<file path="src/inc/ext_irq_params.svh">
// Purpose: Named offsets, field positions and reset values for the
//          external interrupt source selection block.
// Assumes: 32-bit Avalon-MM register bus, word-aligned byte addresses.
// Notes:   Definitions only.
`ifndef EXT_IRQ_PARAMS_SVH
`define EXT_IRQ_PARAMS_SVH

// ----------------------------------------------------------------
// Register byte addresses
// ----------------------------------------------------------------
`define OFS_SOURCE_SELECT 4'h0
`define OFS_EDGE_RISE 4'h4
`define OFS_EDGE_FALL 4'h8
`define OFS_IRQ_STATUS 4'hc

// ----------------------------------------------------------------
// Reset values and field codes
// ----------------------------------------------------------------
`define RST_SOURCE_SELECT 16'h0000
`define RST_EDGE 8'h00
`define RST_IRQ_MASK 8'h00
`define SEL_PIN 2'h0
`define SEL_ALT 2'h1
`define SEL_OR 2'h2
`define SEL_AND 2'h3
`define MASK_LANE 1
`define OFS_IRQ_MASK 4'h0
`define NUM_CHANNELS 8
`define ZERO8 8'h00
`define ZERO32 32'h0000_0000
`define UNMAPPED_READ 32'h0000_0000

`endif

</file>
<file path="src/inc/ext_irq_pkg.sv">
// Purpose: Types shared by the external interrupt source selection block.
// Assumes: Nothing beyond the parameter header.
// Notes:   Bus carriers are packed structs.
`default_nettype none
package ext_irq_pkg;
  // Avalon-MM request from the master
  typedef struct packed {
    logic [3:0] address;
    logic read;
    logic write;
    logic [31:0] writedata;
    logic [3:0] byteenable;
  } avmm_req_type;

  // Avalon-MM answer to the master
  typedef struct packed {
    logic waitrequest;
    logic readdatavalid;
    logic [31:0] readdata;
  } avmm_rsp_type;

  // Bus handshake phases
  typedef enum logic [1:0] {
    BUS_IDLE = 2'b00,
    BUS_DONE = 2'b01
  } bus_state_type;
endpackage
`default_nettype wire

</file>
<file path="src/hdl/ext_irq_source_select.sv">
// Purpose: Fast external interrupt front end with source selection,
//          edge detection, sticky flags and one masked interrupt line.
// Assumes: Pins and on-chip sources are asynchronous to clock; 125 MHz.
// Notes:   Each request sees one wait cycle; waitrequest is then low for
//          one cycle, and a write lands at the edge where it is seen low.
//
// Overview of operation
// - Channel edges: rising, falling, or both
// - Channel input may come from peripheral
// - Code 00 pin only, 01 alternate only
// - Code 10 ORs pin and alternate
// - Code 11 ANDs pin and alternate
// - Eight 2-bit fields, channel x bits 2x+1:2x
// - Ch2 pin10/RTC timed, ch3 pin11/RTC alarm
// - Ch4-7 pins12-15, alternate constant zero
`include "ext_irq_params.svh"
`default_nettype none

module ext_irq_source_select (
  // Clock and reset
  input wire logic clock,
  input wire logic reset_n,
  // Register bus
  input wire ext_irq_pkg::avmm_req_type avmm_req,
  output ext_irq_pkg::avmm_rsp_type avmm_rsp,
  // Interrupt inputs
  input wire logic [7:0] port_pins,
  input wire logic first_can_receive_line,
  input wire logic second_can_receive_line,
  input wire logic rtc_timed_event,
  input wire logic rtc_alarm_event,
  // Interrupt output
  output logic irq
);
  import ext_irq_pkg::*;

  // ----------------------------------------------------------------
  // Functions
  // ----------------------------------------------------------------
  // Combine pin and alternate source per select code
  function automatic logic combine(input logic [1:0] sel, input logic pin,
                                   input logic alt);
    logic r;
    r = pin;
    case (sel)
      `SEL_PIN: r = pin;
      `SEL_ALT: r = alt;
      `SEL_OR: r = pin | alt;
      `SEL_AND: r = pin & alt;
      default: r = pin;
    endcase
    return r;
  endfunction

  // Byte-lane merge of a write into a register
  function automatic logic [31:0] merge(input logic [31:0] old,
                                        input logic [31:0] wd,
                                        input logic [3:0] be);
    logic [31:0] r;
    r = old;
    for (int i = 0; i < 4; i++) begin
      if (be[i]) begin
        r[8*i +: 8] = wd[8*i +: 8];
      end
    end
    return r;
  endfunction

  // ----------------------------------------------------------------
  // Source combining and synchronisers
  // ----------------------------------------------------------------
  logic [7:0] alt_src;
  logic [7:0] raw_in;
  logic [7:0] sync1_ff, sync2_ff, prev_ff;
  logic [7:0] nxt_sync1, nxt_sync2, nxt_prev;
  logic [7:0] alt_sync1_ff, alt_sync2_ff;
  logic [7:0] nxt_alt_sync1, nxt_alt_sync2;
  logic [15:0] source_select_ff, nxt_source_select;
  logic [7:0] rise_en_ff, nxt_rise_en;
  logic [7:0] fall_en_ff, nxt_fall_en;
  logic [7:0] mask_ff, nxt_mask;
  logic [7:0] status_ff, nxt_status;
  logic [7:0] edge_evt;

  // Alternate source mapping per channel
  assign alt_src = {4'h0, rtc_alarm_event, rtc_timed_event,
                    second_can_receive_line, first_can_receive_line};

  // Channel x takes field bits 2x+1:2x; only settled copies are combined
  always_comb begin
    for (int c = 0; c < `NUM_CHANNELS; c++) begin
      raw_in[c] = combine(source_select_ff[2*c +: 2], sync2_ff[c],
                          alt_sync2_ff[c]);
    end
  end

  // Two-stage synchronisers per line, then edge history of the choice.
  // Each line is brought in on its own before any gate sees it, so a
  // glitch of the OR or AND between two unrelated lines is never caught
  // as a short pulse. A change of the select code acts at once on the
  // settled copies and may itself make an edge; software clears it.
  always_comb begin
    nxt_sync1 = port_pins;
    nxt_sync2 = sync1_ff;
    nxt_alt_sync1 = alt_src;
    nxt_alt_sync2 = alt_sync1_ff;
    nxt_prev = raw_in;
  end

  always_ff @(posedge clock or negedge reset_n) begin
    if (!reset_n) begin
      sync1_ff <= `ZERO8;
      sync2_ff <= `ZERO8;
      alt_sync1_ff <= `ZERO8;
      alt_sync2_ff <= `ZERO8;
      prev_ff <= `ZERO8;
    end else begin
      sync1_ff <= nxt_sync1;
      sync2_ff <= nxt_sync2;
      alt_sync1_ff <= nxt_alt_sync1;
      alt_sync2_ff <= nxt_alt_sync2;
      prev_ff <= nxt_prev;
    end
  end

  // Qualified edges per channel
  // Both enables set give an event on either edge
  assign edge_evt = (raw_in & ~prev_ff & rise_en_ff) |
                    (~raw_in & prev_ff & fall_en_ff);

  // ----------------------------------------------------------------
  // Register bus slave
  // ----------------------------------------------------------------
  bus_state_type bus_ff, nxt_bus;
  avmm_rsp_type rsp_ff, nxt_rsp;
  logic req_act;
  logic rd_status;

  assign req_act = avmm_req.read | avmm_req.write;
  assign rd_status = (bus_ff == BUS_IDLE) && avmm_req.read &&
                     (avmm_req.address == `OFS_IRQ_STATUS);

  // Handshake, register writes and read data.
  // A request is seen in idle and answered with read data at once; the
  // write itself waits for the done cycle, where the master samples
  // waitrequest low, so a written register never changes before the master knows.
  always_comb begin
    logic [31:0] rd;
    rd = `UNMAPPED_READ;
    nxt_bus = BUS_IDLE;
    nxt_rsp = rsp_ff;
    nxt_rsp.waitrequest = 1'b1;
    nxt_rsp.readdatavalid = 1'b0;
    nxt_source_select = source_select_ff;
    nxt_rise_en = rise_en_ff;
    nxt_fall_en = fall_en_ff;
    nxt_mask = mask_ff;
    case (bus_ff)
      BUS_IDLE: begin
        if (req_act) begin
          nxt_bus = BUS_DONE;
          nxt_rsp.waitrequest = 1'b0;
          case (avmm_req.address)
            `OFS_SOURCE_SELECT: rd = {16'h0000, source_select_ff};
            `OFS_EDGE_RISE: rd = {24'h000000, rise_en_ff};
            `OFS_EDGE_FALL: rd = {24'h000000, fall_en_ff};
            `OFS_IRQ_STATUS: rd = {16'h0000, mask_ff, status_ff};
            default: rd = `UNMAPPED_READ;
          endcase
          if (avmm_req.read) begin
            nxt_rsp.readdata = rd;
            nxt_rsp.readdatavalid = 1'b1;
          end
        end
      end
      BUS_DONE: begin
        nxt_bus = BUS_IDLE;
        nxt_rsp.waitrequest = 1'b1;
        // Master samples waitrequest low at this edge: writes land here
        if (avmm_req.write) begin
          case (avmm_req.address)
            `OFS_SOURCE_SELECT: nxt_source_select = 16'(merge(
              {16'h0000, source_select_ff}, avmm_req.writedata,
              avmm_req.byteenable));
            `OFS_EDGE_RISE: nxt_rise_en = 8'(merge({24'h000000,
              rise_en_ff}, avmm_req.writedata, avmm_req.byteenable));
            `OFS_EDGE_FALL: nxt_fall_en = 8'(merge({24'h000000,
              fall_en_ff}, avmm_req.writedata, avmm_req.byteenable));
            `OFS_IRQ_STATUS: begin
              if (avmm_req.byteenable[`MASK_LANE]) begin
                nxt_mask = avmm_req.writedata[8*`MASK_LANE +: 8];
              end
            end
            default: nxt_mask = mask_ff;
          endcase
        end
      end
      default: nxt_bus = BUS_IDLE;
    endcase
  end

  // Sticky status: read clears, a same-cycle edge wins
  // The clear falls on the accept edge, after the read snapshot is taken
  always_comb begin
    nxt_status = status_ff;
    if (rd_status) begin
      nxt_status = `ZERO8;
    end
    nxt_status = nxt_status | edge_evt;
  end

  always_ff @(posedge clock or negedge reset_n) begin
    if (!reset_n) begin
      bus_ff <= BUS_IDLE;
      rsp_ff <= '{waitrequest: 1'b1, readdatavalid: 1'b0,
                  readdata: `ZERO32};
      source_select_ff <= `RST_SOURCE_SELECT;
      rise_en_ff <= `RST_EDGE;
      fall_en_ff <= `RST_EDGE;
      mask_ff <= `RST_IRQ_MASK;
      status_ff <= `ZERO8;
      irq <= 1'b0;
    end else begin
      bus_ff <= nxt_bus;
      rsp_ff <= nxt_rsp;
      source_select_ff <= nxt_source_select;
      rise_en_ff <= nxt_rise_en;
      fall_en_ff <= nxt_fall_en;
      mask_ff <= nxt_mask;
      status_ff <= nxt_status;
      irq <= |(nxt_status & nxt_mask);
    end
  end

  assign avmm_rsp = rsp_ff;
endmodule
`default_nettype wire

</file>
<file path="config.mk">
export PLATFORM = sky130hd
export DESIGN_NAME = ext_irq_source_select
export DESIGN_NICKNAME = d
export VERILOG_FILES = /design/src/inc/ext_irq_pkg.sv /design/src/hdl/ext_irq_source_select.sv
export VERILOG_INCLUDE_DIRS = /design/src /design/src/inc
export SDC_FILE = /design/constraint.sdc
export NUM_CORES = 1
export LEC_CHECK = 0
export BUFFER_PORTS_ARGS = -buffer_cell sky130_fd_sc_hd__buf_2
export CORE_AREA = 2 2 120 93
export DETAILED_ROUTE_END_ITERATION = 8
export DIE_AREA = 0 0 122 95
export SLEW_MARGIN = 30
export SYNTH_ARGS = -nofsm -noshare
export SYNTH_HDL_FRONTEND = slang
export SYNTH_SLANG_ARGS = --single-unit
</file>
<file path="constraint.sdc">
create_clock -name clock -period 1.8 [get_ports clock]
set_clock_uncertainty 0.05 [all_clocks]
set_input_delay 0.36 -clock clock [delete_from_list [all_inputs] [get_ports clock]]
set_output_delay 0.36 -clock clock [all_outputs]
set_load 0.01 [all_outputs]
</file>
==> impl_metrics.xml <==
<?xml version="1.0" encoding="UTF-8"?>
<metrics>
  <group name="status">
    <metric name="status" unit="">finished clean</metric>
  </group>
  <group name="run">
    <metric name="cap_violations" unit="">0</metric>
  </group>
  <group name="detailed_routing">
    <metric name="route.detailed.vias_per_inst" unit="">4.85</metric>
    <metric name="routed-via-count" unit="">2537</metric>
    <metric name="detail_route.wl_per_cell" unit="um">16.2</metric>
    <metric name="detailedRoute.firstPassIterationCount" unit="">4</metric>
    <metric name="detail_route_antenna_nets" unit="">0</metric>
    <metric name="wl" unit="um">8450</metric>
    <metric name="initialDrtViolationCount" unit="">120</metric>
    <metric name="remaining_drc_errors" unit="">0</metric>
  </group>
  <group name="cells_and_area">
    <metric name="antenna_cells" unit="">0</metric>
    <metric name="final_layout_size_suffix_gt1_frac" unit="">0.420</metric>
    <metric name="nFillCells" unit="">966</metric>
    <metric name="mostFrequentLayoutCell" unit="">dfrtp_1</metric>
    <metric name="fin_nets" unit="">435</metric>
    <metric name="layout-area-overhead-vs-synth" unit="%">23.9</metric>
    <metric name="mostFrequentLayoutCells" unit="">dfrtp_1, buf_2, mux2_2</metric>
  </group>
  <group name="worst_setup_path">
    <metric name="critical_path_arrival" unit="ns">1.96</metric>
    <metric name="setup.worst_path.end_class" unit="">flop</metric>
    <metric name="cp.required" unit="ns">1.96</metric>
    <metric name="timing.critical_path.slowest_stage_cell" unit="">dfrtp_1</metric>
    <metric name="worst_path_largest_cell_delay" unit="ns">0.38</metric>
    <metric name="setup.worst_path.start_class" unit="">flop</metric>
    <metric name="worst-path-buf-inv" unit="">0</metric>
    <metric name="crit_path_max_fanout" unit="">7</metric>
    <metric name="worst-setup-path-type" unit="">flop to flop</metric>
    <metric name="timing.reg2reg.worst_path_depth" unit="">5</metric>
    <metric name="critical_path_depth" unit="">5</metric>
    <metric name="critical_path.cell_chain" unit="">and3_4 -&gt; and4_4 -&gt; mux2_4 -&gt; a221oi_4 -&gt; nand4_1</metric>
    <metric name="dominant_delay_contributor_by_cell_family_on_the_critical_path" unit="">simple AND/OR/NAND/NOR gates</metric>
  </group>
  <group name="clock_tree">
    <metric name="clock_insertion_delay_worst_skew" unit="ns">0.34</metric>
    <metric name="clk_path_buf_depth" unit="">2</metric>
    <metric name="cts_tree" unit="">done</metric>
    <metric name="cts_root_buffer" unit="">clkbuf_16</metric>
    <metric name="cts_inserted_buffers" unit="">9</metric>
    <metric name="cts_max_level" unit="">3</metric>
    <metric name="clkSinkCount" unit="">100</metric>
    <metric name="clock_transition_at_the_registers_of_the_reported_paths" unit="ns">0.07</metric>
  </group>
  <group name="power">
    <metric name="power.density" unit="nW/um^2">1080</metric>
    <metric name="vdd_drop_max" unit="uV">679</metric>
    <metric name="power.static_leakage" unit="nW">2.41</metric>
    <metric name="power" unit="W">0.00544</metric>
  </group>
  <group name="global_routing">
    <metric name="first_global_vias" unit="">2651</metric>
    <metric name="pin_count_of_the_biggest_net_entering_global_routing" unit="">41</metric>
    <metric name="antenna_found_initial" unit="">0</metric>
    <metric name="grt_first_pass_wirelength" unit="um">13700</metric>
    <metric name="gr-total-overflow" unit="">0</metric>
    <metric name="global_route.usage.total" unit="">0.160</metric>
  </group>
  <group name="synthesis">
    <metric name="postSynthAreaPerCell" unit="um^2">13.9</metric>
    <metric name="synth_seq_cells" unit="">100</metric>
    <metric name="synth_enable_flop_cells" unit="">0</metric>
    <metric name="ys_async_sr_fraction" unit="">1.00</metric>
    <metric name="synth_cells" unit="">291</metric>
    <metric name="synth_top_flop_cell" unit="">dfrtp_1</metric>
    <metric name="post_synth_instance_area" unit="um^2">4050</metric>
    <metric name="ys_warnings" unit="">0</metric>
    <metric name="synth.lib_cells_used.distinct" unit="">42</metric>
    <metric name="synth-seq-area-share" unit="">0.618</metric>
  </group>
  <group name="floorplan">
    <metric name="core_footprint" unit="um^2">10500</metric>
    <metric name="fp-row-count" unit="">33</metric>
    <metric name="start_util" unit="">0.385</metric>
    <metric name="die_area" unit="um^2">11600</metric>
    <metric name="io_pins" unit="">91</metric>
    <metric name="die-width" unit="um">122</metric>
    <metric name="die_y" unit="um">95</metric>
  </group>
  <group name="worst_hold_path">
    <metric name="hold_critical_path_depth" unit="">1</metric>
    <metric name="min_path_type" unit="">primary input to flop</metric>
  </group>
  <group name="placement">
    <metric name="number_of_buffers_inserted_by_port_buffering" unit="">56</metric>
    <metric name="hpwlAfterDp" unit="um">6050</metric>
    <metric name="worst_setup_slack_post_dpl" unit="ns">-0.0978</metric>
    <metric name="place.gp.congestion" unit="">0.785</metric>
  </group>
  <group name="sta">
    <metric name="timing.final.crit_period" unit="ns">1.80</metric>
    <metric name="tightestPinTransition" unit="ns">0.673</metric>
    <metric name="timing.slew.headroom" unit="">0.549</metric>
    <metric name="layout_worst_path_cycle_share" unit="">1.00</metric>
    <metric name="final-max-slew-violation-count" unit="">0</metric>
    <metric name="rsz0062_at_grt" unit="">true</metric>
    <metric name="final.setup.worst_slack" unit="ns">0.000500</metric>
    <metric name="number_of_failing_hold_endpoints_at_the_final_stage" unit="">0</metric>
    <metric name="fmax" unit="MHz">556</metric>
    <metric name="setup_viol" unit="">0</metric>
  </group>
</metrics>
==> registers in the layout (all words and copies together), names as in the netlist <==
name / count
fall_en_ff: 8
nxt_sync2: 8
bus_ff: 1
avmm_rsp: 18
irq: 1
sync2_ff: 8
source_select_ff: 16
rise_en_ff: 8
status_ff: 8
alt_sync1_ff: 4
mask_ff: 8
alt_sync2_ff: 4
prev_ff: 8
==> final timing paths <==
kind,startpoint,to,slack (ns)
setup reg to reg,bus_ff[0]$_DFF_PN0_,irq$_DFF_PN0_,0.0005
hold / removal,port_pins[0],nxt_sync2[0]$_DFF_PN0_,0.07
min in group asynchronous,reset_n,nxt_sync2[6]$_DFF_PN0_,0.44
hold reg to reg,nxt_sync2[4]$_DFF_PN0_,sync2_ff[4]$_DFF_PN0_,0.30
max in group asynchronous,reset_n,avmm_rsp[33]$_DFF_PN1_,0.64
setup / recovery,bus_ff[0]$_DFF_PN0_,irq$_DFF_PN0_,0.0005
==> power breakdown <==
group          switching (W)  leakage [nW]  internal [W]
registers           0.000181          1.26       0.00254
logic               0.000380          1.01      0.000422
clock network       0.000808         0.145       0.00111
==> per-layer routing <==
layer  track usage  vias to the layer above  part of all wire
met5             0                        -                 0
li1              -                     1178                 -
met2         0.242                       64              0.47
met1         0.219                     1284              0.47
met4        0.0546                        0             0.016
met3        0.0507                       11             0.048
==> area by class of cell <==
type	instances	area [um^2]	area share
clock buffers	10	239	0.0476
clock inverters	5	60.1	0.0120
inverters	12	46.3	0.00922
multi-input cells	170	1430	0.286
flip-flops and latches	100	2500	0.499
well taps	140	175	0.0349
repair buffers	86	561	0.112
==> kinds of logic (layout without fill, tap and decap cells) <==
| family | count (synthesis) | count (layout) | synth area share |
|---|---|---|---|
| other cells | 1 | 16 | 0.000926 |
| compound gates | 47 | 47 | 0.0856 |
| flops | 100 | 100 | 0.618 |
| xor+xnor | 2 | 2 | 0.00433 |
| mux | 50 | 50 | 0.163 |
| simple gates | 55 | 55 | 0.0754 |
| buf+inv | 36 | 113 | 0.0528 |
==> through the flow <==
stage | std cells | cell area, um^2 | utilization | setup TNS [ns] | hold slack [ns]
final | 523 | 5020 | 0.477 | 0 | 0.0714
after global routing | 523 | 5020 | 0.477 | -0.0806 | 0.0562
after CTS | 520 | 4960 | 0.471 | -0.00524 | 0.0585
after detailed placement | 504 | 4650 | 0.441 | -0.0978 | 0.277
after global placement | 504 | 4640 | 0.441 | -0.759 | 0.276
after floorplan | 306 | 4110 | - | 0 | 0.0144
==> cells in the mapped netlist (3+ instances only) <==
cell	n	area [um^2]
mux2_2	38	428
and3_1	3	18.8
a22oi_1	11	82.6
nor2b_1	6	37.5
buf_4	17	128
nor2_1	3	11.3
dfrtp_1	99	2480
inv_1	11	41.3
o211ai_1	4	30.0
nand2_1	22	82.6
a22o_1	8	70.1
o21ai_0	12	60.1
mux4_2	8	180
nand2b_1	5	31.3
buf_2	5	25.0
==> repair_timing <==
| item | CTS | global route |
|---|---|---|
| hold buffers | 1 | 0 |
| setup endpoints to repair | 1 | 1 |
| resized for setup | 3 | 6 |
| setup buffers | 0 | 3 |
| hold endpoints to repair | 29 | 0 |
| pin swaps | 4 | 2 |
Power figures use the tool's default switching activity.
